### src/tng_pkg.sv
// Package: register map, field layout, reset values and source codes of the tone/noise block
package tng_pkg;

  // ************************************************************
  // Register indices (byte address is four times the index)
  // ************************************************************
  localparam logic [9:0]  TNG_IDX_TONE_CTRL   = 10'h020;
  localparam logic [9:0]  TNG_IDX_TONE_A_HIGH = 10'h021;
  localparam logic [9:0]  TNG_IDX_TONE_A_LOW  = 10'h022;
  localparam logic [9:0]  TNG_IDX_TONE_B_HIGH = 10'h023;
  localparam logic [9:0]  TNG_IDX_TONE_B_LOW  = 10'h024;
  localparam logic [9:0]  TNG_IDX_HISS_CTRL   = 10'h0a0;

  // ************************************************************
  // Field positions
  // ************************************************************
  localparam int          TNG_BIT_BEEP_A_ON   = 0;
  localparam int          TNG_BIT_BEEP_B_ON   = 1;
  localparam int          TNG_BIT_BEEP_A_OVD  = 4;
  localparam int          TNG_BIT_BEEP_B_OVD  = 5;
  localparam int          TNG_POS_PHASE_LO    = 8;
  localparam int          TNG_BIT_HISS_ON     = 5;
  localparam int          TNG_POS_HISS_LVL_LO = 0;

  // ************************************************************
  // Reset values
  // ************************************************************
  localparam logic [15:0] TNG_RST_TONE_CTRL   = 16'h0000;
  localparam logic [15:0] TNG_RST_LEVEL_HIGH  = 16'h1000;
  localparam logic [7:0]  TNG_RST_LEVEL_LOW   = 8'h00;
  localparam logic [15:0] TNG_RST_HISS_CTRL   = 16'h0000;

  // ************************************************************
  // Levels and codes
  // ************************************************************
  localparam logic [4:0]  TNG_HISS_LVL_MAX    = 5'h12;
  localparam logic [7:0]  TNG_SRC_TONE_A      = 8'h04;
  localparam logic [7:0]  TNG_SRC_TONE_B      = 8'h05;
  localparam logic [7:0]  TNG_SRC_HISS        = 8'h0d;
  localparam int          TNG_TONE_FREQ_HZ    = 1000;
  localparam int          TNG_FS_HZ_DEFAULT   = 48000;
  localparam logic [22:0] TNG_LFSR_SEED       = 23'h00_0001;

  // ************************************************************
  // Carriers
  // ************************************************************
  typedef struct packed {
    logic        psel;
    logic        penable;
    logic        pwrite;
    logic [11:0] paddr;
    logic [31:0] pwdata;
    logic [3:0]  pstrb;
  } tng_apb_req_t;

  typedef struct packed {
    logic        tick;
    logic [23:0] data;
  } tng_sample_t;

endpackage : tng_pkg

### src/tng_top.sv
// Module: dual 1 kHz tone source and comfort-noise source with APB register slave
// Operation
// - Two 1 kHz sines, second phase configurable
// - Each tone selectable by mixer source code
// - Tone enables bits 0/1, reset off
// - Bits 9:8 advance tone B 0-270 degrees
// - Override bits 4/5 force DC level while the tone is enabled
// - DC level 24-bit signed, high/low registers
// - Full scale is 0x10_0000 / 0xF0_0000
// - White noise selectable with code 0x0D
// - Noise only while bit 5 set, reset off
// - Noise level -108 to 0 dBFS, 6 dB steps
//
// Decided for this implementation: the APB slave port.
`timescale 1ns/1ps
module tng_top #(
  parameter int FS_HZ   = tng_pkg::TNG_FS_HZ_DEFAULT,
  parameter int NUM_SEL = 4
) (
  // Clock, reset, enable
  input  wire logic                  core_clk_i,
  input  wire logic                  srst_i,
  input  wire logic                  ce_i,
  // APB slave
  input  wire tng_pkg::tng_apb_req_t apb_req_i,
  output logic                       pready_o,
  output logic                       pslverr_o,
  output logic [31:0]                prdata_o,
  // Sample-rate strobes from the core rate generator
  input  wire logic                  tone_tick_i,
  input  wire logic                  hiss_tick_i,
  // Source outputs
  output tng_pkg::tng_sample_t       tone_a_o,
  output tng_pkg::tng_sample_t       tone_b_o,
  output tng_pkg::tng_sample_t       hiss_o,
  // Mixer input selectors
  input  wire logic [7:0]            mixer_input_select_i [NUM_SEL],
  output logic [23:0]                mixer_sample_o       [NUM_SEL]
);
  import tng_pkg::*;

  // ************************************************************
  // Constants
  // ************************************************************
  localparam logic [31:0] PHASE_STEP =
    32'((64'(TNG_TONE_FREQ_HZ) << 32) / 64'(FS_HZ));

  // ************************************************************
  // Registers
  // ************************************************************
  logic [15:0] tone_ctrl_r;
  logic [15:0] lvl_a_high_r;
  logic [7:0]  lvl_a_low_r;
  logic [15:0] lvl_b_high_r;
  logic [7:0]  lvl_b_low_r;
  logic [15:0] hiss_ctrl_r;
  logic        data_ok_r;
  logic [31:0] prdata_r;
  logic [31:0] phase_r;
  logic [22:0] lfsr_r;
  logic [23:0] tone_a_r;
  logic [23:0] tone_b_r;
  logic [23:0] hiss_r;
  logic        tone_tick_r;
  logic        hiss_tick_r;

  logic        beep_a_on;
  logic        beep_b_on;
  logic        beep_a_dc_override;
  logic        beep_b_dc_override;
  logic [1:0]  phase_offset;
  logic [23:0] beep_a_dc_level;
  logic [23:0] beep_b_dc_level;
  logic        hiss_on;
  logic [4:0]  hiss_level;
  logic [31:0] phase_b;
  logic [23:0] tone_a_nxt;
  logic [23:0] tone_b_nxt;
  logic [23:0] hiss_nxt;
  logic [4:0]  hiss_lvl_eff;
  logic [4:0]  hiss_shift;
  logic [23:0] hiss_raw;
  logic        hit;
  logic        wr_en;
  logic [9:0]  idx;

  // ************************************************************
  // Functions
  // ************************************************************
  // Quarter-wave table, 0 dBFS = 0x10_0000
  function automatic logic [23:0] tng_quarter(input logic [4:0] k);
    unique case (k)
      5'd0:    tng_quarter = 24'd0;
      5'd1:    tng_quarter = 24'd102778;
      5'd2:    tng_quarter = 24'd204567;
      5'd3:    tng_quarter = 24'd304385;
      5'd4:    tng_quarter = 24'd401273;
      5'd5:    tng_quarter = 24'd494295;
      5'd6:    tng_quarter = 24'd582558;
      5'd7:    tng_quarter = 24'd665209;
      5'd8:    tng_quarter = 24'd741455;
      5'd9:    tng_quarter = 24'd810559;
      5'd10:   tng_quarter = 24'd871864;
      5'd11:   tng_quarter = 24'd924765;
      5'd12:   tng_quarter = 24'd968758;
      5'd13:   tng_quarter = 24'd1003425;
      5'd14:   tng_quarter = 24'd1028428;
      5'd15:   tng_quarter = 24'd1043527;
      default: tng_quarter = 24'h10_0000;
    endcase
  endfunction : tng_quarter

  // Full sine from top six phase bits, used for both tones
  function automatic logic [23:0] tng_sine(input logic [5:0] ph);
    logic [4:0]  k;
    logic [23:0] mag;
    k   = 5'b0_0000;
    mag = 24'h00_0000;
    k   = ph[4] ? 5'(5'd16 - {1'b0, ph[3:0]}) : {1'b0, ph[3:0]};
    mag = tng_quarter(k);
    tng_sine = ph[5] ? 24'(-mag) : mag;
  endfunction : tng_sine

  // Register read decode, used by the read latch; the hit check uses tng_mapped
  function automatic logic [31:0] tng_read(input logic [9:0] i);
    unique case (i)
      TNG_IDX_TONE_CTRL:   tng_read = {16'h0000, tone_ctrl_r};
      TNG_IDX_TONE_A_HIGH: tng_read = {16'h0000, lvl_a_high_r};
      TNG_IDX_TONE_A_LOW:  tng_read = {24'h00_0000, lvl_a_low_r};
      TNG_IDX_TONE_B_HIGH: tng_read = {16'h0000, lvl_b_high_r};
      TNG_IDX_TONE_B_LOW:  tng_read = {24'h00_0000, lvl_b_low_r};
      TNG_IDX_HISS_CTRL:   tng_read = {16'h0000, hiss_ctrl_r};
      default:             tng_read = 32'h0000_0000;
    endcase
  endfunction : tng_read

  function automatic logic tng_mapped(input logic [9:0] i);
    tng_mapped = (i == TNG_IDX_TONE_CTRL) || (i == TNG_IDX_TONE_A_HIGH) ||
                 (i == TNG_IDX_TONE_A_LOW) || (i == TNG_IDX_TONE_B_HIGH) ||
                 (i == TNG_IDX_TONE_B_LOW) || (i == TNG_IDX_HISS_CTRL);
  endfunction : tng_mapped

  // Byte-lane merge for 16-bit registers
  function automatic logic [15:0] tng_merge(input logic [15:0] old,
                                            input logic [15:0] wd,
                                            input logic [1:0]  strb);
    tng_merge = {strb[1] ? wd[15:8] : old[15:8], strb[0] ? wd[7:0] : old[7:0]};
  endfunction : tng_merge

  // ************************************************************
  // APB slave
  // ************************************************************
  assign idx       = apb_req_i.paddr[11:2];
  assign hit       = tng_mapped(idx);
  // Read data is latched one cycle ahead so prdata comes from a flop
  assign pready_o  = ce_i & data_ok_r;
  assign pslverr_o = pready_o & ~hit;
  assign prdata_o  = prdata_r;
  assign wr_en     = apb_req_i.psel & apb_req_i.penable & apb_req_i.pwrite &
                     pready_o & hit;

  always_ff @(posedge core_clk_i) begin
    if (srst_i) begin
      data_ok_r <= 1'b0;
      prdata_r  <= 32'h0000_0000;
    end else if (ce_i) begin
      data_ok_r <= apb_req_i.psel & ~(apb_req_i.penable & pready_o);
      if (apb_req_i.psel) begin
        prdata_r <= apb_req_i.pwrite ? 32'h0000_0000 : tng_read(idx);
      end
    end
  end

  always_ff @(posedge core_clk_i) begin
    if (srst_i) begin
      tone_ctrl_r <= TNG_RST_TONE_CTRL;
      hiss_ctrl_r <= TNG_RST_HISS_CTRL;
    end else if (ce_i && wr_en) begin
      // Unused bits are not stored, so they read as zero
      if (idx == TNG_IDX_TONE_CTRL) begin
        tone_ctrl_r <= tng_merge(tone_ctrl_r, apb_req_i.pwdata[15:0],
                                 apb_req_i.pstrb[1:0]) & 16'h0333;
      end
      if (idx == TNG_IDX_HISS_CTRL) begin
        hiss_ctrl_r <= tng_merge(hiss_ctrl_r, apb_req_i.pwdata[15:0],
                                 apb_req_i.pstrb[1:0]) & 16'h003f;
      end
    end
  end

  always_ff @(posedge core_clk_i) begin
    if (srst_i) begin
      lvl_a_high_r <= TNG_RST_LEVEL_HIGH;
      lvl_a_low_r  <= TNG_RST_LEVEL_LOW;
      lvl_b_high_r <= TNG_RST_LEVEL_HIGH;
      lvl_b_low_r  <= TNG_RST_LEVEL_LOW;
    end else if (ce_i && wr_en) begin
      if (idx == TNG_IDX_TONE_A_HIGH) begin
        lvl_a_high_r <= tng_merge(lvl_a_high_r, apb_req_i.pwdata[15:0],
                                  apb_req_i.pstrb[1:0]);
      end
      if (idx == TNG_IDX_TONE_A_LOW && apb_req_i.pstrb[0]) begin
        lvl_a_low_r <= apb_req_i.pwdata[7:0];
      end
      if (idx == TNG_IDX_TONE_B_HIGH) begin
        lvl_b_high_r <= tng_merge(lvl_b_high_r, apb_req_i.pwdata[15:0],
                                  apb_req_i.pstrb[1:0]);
      end
      if (idx == TNG_IDX_TONE_B_LOW && apb_req_i.pstrb[0]) begin
        lvl_b_low_r <= apb_req_i.pwdata[7:0];
      end
    end
  end

  // ************************************************************
  // Field decode
  // ************************************************************
  assign beep_a_on          = tone_ctrl_r[TNG_BIT_BEEP_A_ON];
  assign beep_b_on          = tone_ctrl_r[TNG_BIT_BEEP_B_ON];
  assign beep_a_dc_override = tone_ctrl_r[TNG_BIT_BEEP_A_OVD];
  assign beep_b_dc_override = tone_ctrl_r[TNG_BIT_BEEP_B_OVD];
  assign phase_offset       = tone_ctrl_r[TNG_POS_PHASE_LO +: 2];
  assign beep_a_dc_level    = {lvl_a_high_r, lvl_a_low_r};
  assign beep_b_dc_level    = {lvl_b_high_r, lvl_b_low_r};
  assign hiss_on            = hiss_ctrl_r[TNG_BIT_HISS_ON];
  assign hiss_level         = hiss_ctrl_r[TNG_POS_HISS_LVL_LO +: 5];

  // ************************************************************
  // Tone synthesis
  // ************************************************************
  // Quarter-turn offset lands in the top two phase bits
  assign phase_b = phase_r + {phase_offset, 30'h0000_0000};

  always_comb begin
    tone_a_nxt = 24'h00_0000;
    tone_b_nxt = 24'h00_0000;
    if (beep_a_on) begin
      tone_a_nxt = beep_a_dc_override ? beep_a_dc_level
                                      : tng_sine(phase_r[31:26]);
    end
    if (beep_b_on) begin
      tone_b_nxt = beep_b_dc_override ? beep_b_dc_level
                                      : tng_sine(phase_b[31:26]);
    end
  end

  // Accumulator free-runs so both tones stay locked when toggled
  always_ff @(posedge core_clk_i) begin
    if (srst_i) begin
      phase_r     <= 32'h0000_0000;
      tone_a_r    <= 24'h00_0000;
      tone_b_r    <= 24'h00_0000;
      tone_tick_r <= 1'b0;
    end else if (ce_i) begin
      tone_tick_r <= tone_tick_i;
      if (tone_tick_i) begin
        phase_r  <= phase_r + PHASE_STEP;
        tone_a_r <= tone_a_nxt;
        tone_b_r <= tone_b_nxt;
      end
    end
  end

  // ************************************************************
  // Noise synthesis
  // ************************************************************
  // Reserved level codes clamp to 0 dBFS rather than overflow
  assign hiss_lvl_eff = (hiss_level > TNG_HISS_LVL_MAX) ? TNG_HISS_LVL_MAX : hiss_level;
  assign hiss_shift   = 5'(TNG_HISS_LVL_MAX - hiss_lvl_eff);
  // 21 signed bits span -full scale to one step below +full scale
  assign hiss_raw     = {{3{lfsr_r[20]}}, lfsr_r[20:0]};
  assign hiss_nxt     = hiss_on ? 24'($signed(hiss_raw) >>> hiss_shift)
                                : 24'h00_0000;

  always_ff @(posedge core_clk_i) begin
    if (srst_i) begin
      lfsr_r      <= TNG_LFSR_SEED;
      hiss_r      <= 24'h00_0000;
      hiss_tick_r <= 1'b0;
    end else if (ce_i) begin
      hiss_tick_r <= hiss_tick_i;
      if (hiss_tick_i) begin
        // x^23 + x^18 + 1, maximal length
        lfsr_r <= {lfsr_r[21:0], lfsr_r[22] ^ lfsr_r[17]};
        hiss_r <= hiss_nxt;
      end
    end
  end

  assign tone_a_o = '{tick: tone_tick_r, data: tone_a_r};
  assign tone_b_o = '{tick: tone_tick_r, data: tone_b_r};
  assign hiss_o   = '{tick: hiss_tick_r, data: hiss_r};

  // ************************************************************
  // Mixer input selection
  // ************************************************************
  // Unknown codes give silence; other core sources are muxed elsewhere
  for (genvar g = 0; g < NUM_SEL; g++) begin : g_sel
    logic [23:0] sel_r;
    always_ff @(posedge core_clk_i) begin
      if (srst_i) begin
        sel_r <= 24'h00_0000;
      end else if (ce_i) begin
        unique case (mixer_input_select_i[g])
          TNG_SRC_TONE_A: sel_r <= tone_a_r;
          TNG_SRC_TONE_B: sel_r <= tone_b_r;
          TNG_SRC_HISS:   sel_r <= hiss_r;
          default:        sel_r <= 24'h00_0000;
        endcase
      end
    end
    assign mixer_sample_o[g] = sel_r;
  end

endmodule : tng_top

### config.mk
export PLATFORM = sky130hd
export DESIGN_NAME = tng_top
export DESIGN_NICKNAME = d
export VERILOG_FILES = /design/src/tng_pkg.sv /design/src/tng_top.sv
export SDC_FILE = /design/constraint.sdc
export NUM_CORES = 1
export LEC_CHECK = 0
export BUFFER_PORTS_ARGS = -buffer_cell sky130_fd_sc_hd__buf_2
export CAP_MARGIN = 0
export CORE_UTILIZATION = 62
export CTS_CLUSTER_DIAMETER = 30
export DETAILED_ROUTE_END_ITERATION = 10
export PLACE_DENSITY = 0.87
export SETUP_SLACK_MARGIN = 0.3
export SYNTH_ARGS = -nofsm -noshare
export SYNTH_HDL_FRONTEND = slang
export SYNTH_SLANG_ARGS = --single-unit
### constraint.sdc
create_clock -name core_clk_i -period 13.4 [get_ports core_clk_i]
set_clock_uncertainty 0.2 [all_clocks]
set_input_delay 0.67 -clock core_clk_i [delete_from_list [all_inputs] [get_ports core_clk_i]]
set_output_delay 0.67 -clock core_clk_i [all_outputs]
set_load 0.02 [all_outputs]
==> summary.md <==
| Metric | Value |
|---|---|
| Area occupied by multi-input gates | 10600 µm² |
| Area leader, netlist | dfxtp_1 |
| Psw | 627 µW |
| Vias/cell | 6.58 |
| Worst-margin pin slew | 1.00 ns |
| R2r setup slk | 8.09 ns |
| Worst VDD drop | 0.000122 V |
| Synth cell types | 89 |
| Io pins | 293 |
| Die Span X | 170 µm |
| Via count | 18163 |
| Final Util | 0.745 |
| Synth top area share | 0.342 |
| Die H | 170 µm |
| Achievable Freq | 188 MHz |
| Num Clock Sinks | 299 |
| Data arrival, critical path | 5.56 ns |
| Vias in the first global route | 17083 |
| Register area share after synthesis | 0.342 |
| PnR worst setup slack | 8.09 ns |
| Post-CTS sizing | 0 |
| Hold_sp | apb_req_i[16] |
| RSZ-0062 raised after global routing | no |
| Synth area leaders | dfxtp_1 34%, mux2i_1 8.6%, nor2_1 7.5% |
| Worst r2r dst | tone_a_r[10] |
| CP max FO | 16 |
| Yosys reg bits | 299 |
| Slew HR | 0.330 |
| Commonest cells after routing, fill and taps aside | 349 x nor2_1, 298 x dfxtp_1, 255 x buf_2 |
| Hold/Removal Path Class | in2reg |
| Total Power | 2.57 mW |
| Std-Cell Rows | 61 |
| Setup Viol. Count Final | 0 |
| P_int | 1.94 mW |
| Startpoint types | flop |
| Nets | 2445 |
| Port bufs | 256 |
| Commonest non-fill, non-tap cell in the layout | nor2_1 |
| Post-synth EDFFs | 0 |
| Cell area after synthesis | 17500 µm² |
| Final antenna-violating net count | 0 |
| HPWL after DPL | 41.3 mm |
| CTS tree | yes |
| DRT Pass-1 Iters | 8 |
| Hold Fails Final Rpt | 0 |
| Setup TNS | 0 ns |
| Crit Path Class | reg2reg |
| GP Congestion | 0.958 |
| Max-slew violations | 0 |
| Status | completed |
| Final period utilization | 0.397 |
| CTS max path bufs | 3 |
| Worst-path clk slew | 0.05 ns |
| Pwr/cell area | 124 nW/µm² |
| CP Capture Type | flop |
| Clock share of power | 0.576 |
| Switching portion of total power | 0.244 |
| Fin crit period | 5.31 ns |
| Max_cap viols | 0 |
| Filler cells | 2043 |
| Share of layout cells above drive strength 1 | 0.211 |
| Worst r2r path cells | 15 |
| Initial antenna violation count | 2 |
| Synthesis-to-finish area growth | 18.1% |
| Iteration-0 DRC Markers | 2583 |
| Clock root cell | clkbuf_16 |
| DR WL/cell | 22.3 µm |
| Cells after synthesis | 2178 |
| H-tree depth | 2 |
| Combinational Power Share | 0.071 |
| Core Area | 27800 µm² |
| Worst-path cell chain | clkinv_1 -> ha_1 -> mux2i_1 -> inv_1 -> ha_1 -> nand2_1 -> o21ai_0 -> o221ai_1 -> o211ai_1 -> ha_1 -> o21ai_1 -> or3_1 -> o21ai_0 -> a221oi_1 -> o21ai_0 |
| Async set or reset register ratio after synthesis | 0 |
| CP max-delay cell | mux2i_1 |
| Grt total ovfl | 0 |
| CTS Buf Count | 57 |
| Post-synth top flop | dfxtp_1 |
| Initial Util | 0.631 |
| DR DRC count | 0 |
| Reg power frac | 0.352 |
| WHS Endpoint | lvl_b_high_r[12] |
| Hold Path Depth | 2 |
| Leakage | 8.41 nW |
| Critical Path RT | 13.65 ns |
| Reg2reg start | phase_r[26] |
| Global-route wire length before repair | 93.8 mm |
| Worst slack at placement | 8.20 ns |
| Mapped Avg Cell Area | 8.04 µm² |
| Final WL | 61.4 mm |
| FF+latch area | 5990 µm² |
| Gr usage total | 0.415 |
| Hold slack | 0.126 ns |
| Slowest stage delay, CP | 0.63 ns |
| Clock insertion delay at the later pin of the skew report | 0.59 ns |
| CTS Hold Bufs | 0 |
| Largest net degree at the start of global routing | 94 |
| Setup bufs post-CTS | 0 |
| Warnings from Yosys | 0 |
| Die ar. | 28900 µm² |
[through the flow]
step / std cells / area [µm²]
after floorplan: 2193 / 17600
after global placement: 2653 / 18600
after detailed placement: 2653 / 18600
after CTS: 2759 / 20700
after global routing: 2759 / 20700
final: 2760 / 20700
[metal layers]
layer | vias to the layer above | GRT usage | part of all wire
met3 | 395 | 0.117 | 0.12
met1 | 8435 | 0.471 | 0.35
li1 | 8051 | - | -
met4 | 2 | 0.321 | 0.084
met2 | 1280 | 0.659 | 0.45
met5 | - | 0 | 0.00021
[worst max-delay path: cells and delay by family (launching register included)]
kind / cells / cell delay (ns)
compound gates: 7 / 1.59
fa+ha+maj: 3 / 1.32
buf+inv: 2 / 0.67
flops: 1 / 0.34
mux: 1 / 0.63
simple gates: 2 / 0.45
[how the worst max path moves through the flow]
stage | slack, ns | cells past startpoint | to | from
6_report | 8.09 | 15 | tone_a_r[10] | phase_r[26]
5_1_grt | 7.78 | 15 | tone_a_r[10] | phase_r[27]
4_1_cts | 8.16 | 15 | tone_a_r[16] | phase_r[26]
2_1_floorplan | 8.65 | 18 | tone_a_r[16] | phase_r[26]
3_5_place_dp | 8.20 | 15 | tone_a_r[10] | phase_r[26]
3_3_place_gp | 8.27 | 15 | tone_a_r[16] | phase_r[27]
[state kept, by name, indices dropped and copies added (netlist names), 16 cells and up]
signal / cells
lvl_a_high_r: 16
tone_a_r: 24
phase_r: 32
prdata_o: 16
lfsr_r: 23
lvl_b_high_r: 16
hiss_r: 21
g_sel.sel_r: 96
tone_b_r: 24
[Yosys cell counts (all sizes together), types with 12 or more instances]
| cell | count |
|---|---|
| a22oi | 121 |
| a22o | 15 |
| a31oi | 14 |
| ha | 23 |
| o31ai | 13 |
| mux4 | 12 |
| mux2 | 71 |
| dfxtp | 299 |
| nand2 | 193 |
| mux2i | 150 |
| inv | 27 |
| nor2b | 18 |
| xor2 | 21 |
| or3 | 13 |
| nor2 | 352 |
| and2 | 13 |
| nand2b | 23 |
| buf | 62 |
| a32oi | 16 |
| xnor2 | 45 |
| clkbuf | 133 |
| o21ai | 163 |
| nand3 | 21 |
| nor3 | 21 |
| a21oi | 200 |
[power by group through the flow]
stage                     clock, mW  sequential, mW  combinational (mW)
after floorplan                   0           0.920               0.133
after global placement            0           0.921               0.172
after detailed placement          0           0.921               0.175
after CTS                      1.48           0.904               0.177
after global routing           1.52           0.904               0.195
final                          1.48           0.904               0.183
[cell type report]
type	instances	share of cell area
Antenna cell	1	0.000121
Tap cell	378	0.0229
Multi-Input combinational cell	1671	0.514
Inverter	28	0.00508
Clock buffer	77	0.0804
Timing Repair Buffer	277	0.0699
Sequential cell	299	0.289
Clock inverter	29	0.0184
[kinds of logic (layout without fill, tap and decap cells)]
logic type                 count (synthesis)  after routing  synth area share
adders and majority gates                 23             23            0.0164
and+or+nand+nor                          711            711             0.180
DFF                                      299            299             0.342
AOI/OAI and AO/OA                        622            622             0.223
other                                      1             17          0.000214
xor gates and xnor gates                  66             66            0.0366
muxes                                    233            233             0.147
buffers and inverters                    223            411            0.0554
No activity file was read; power rests on OpenSTA's default activity.
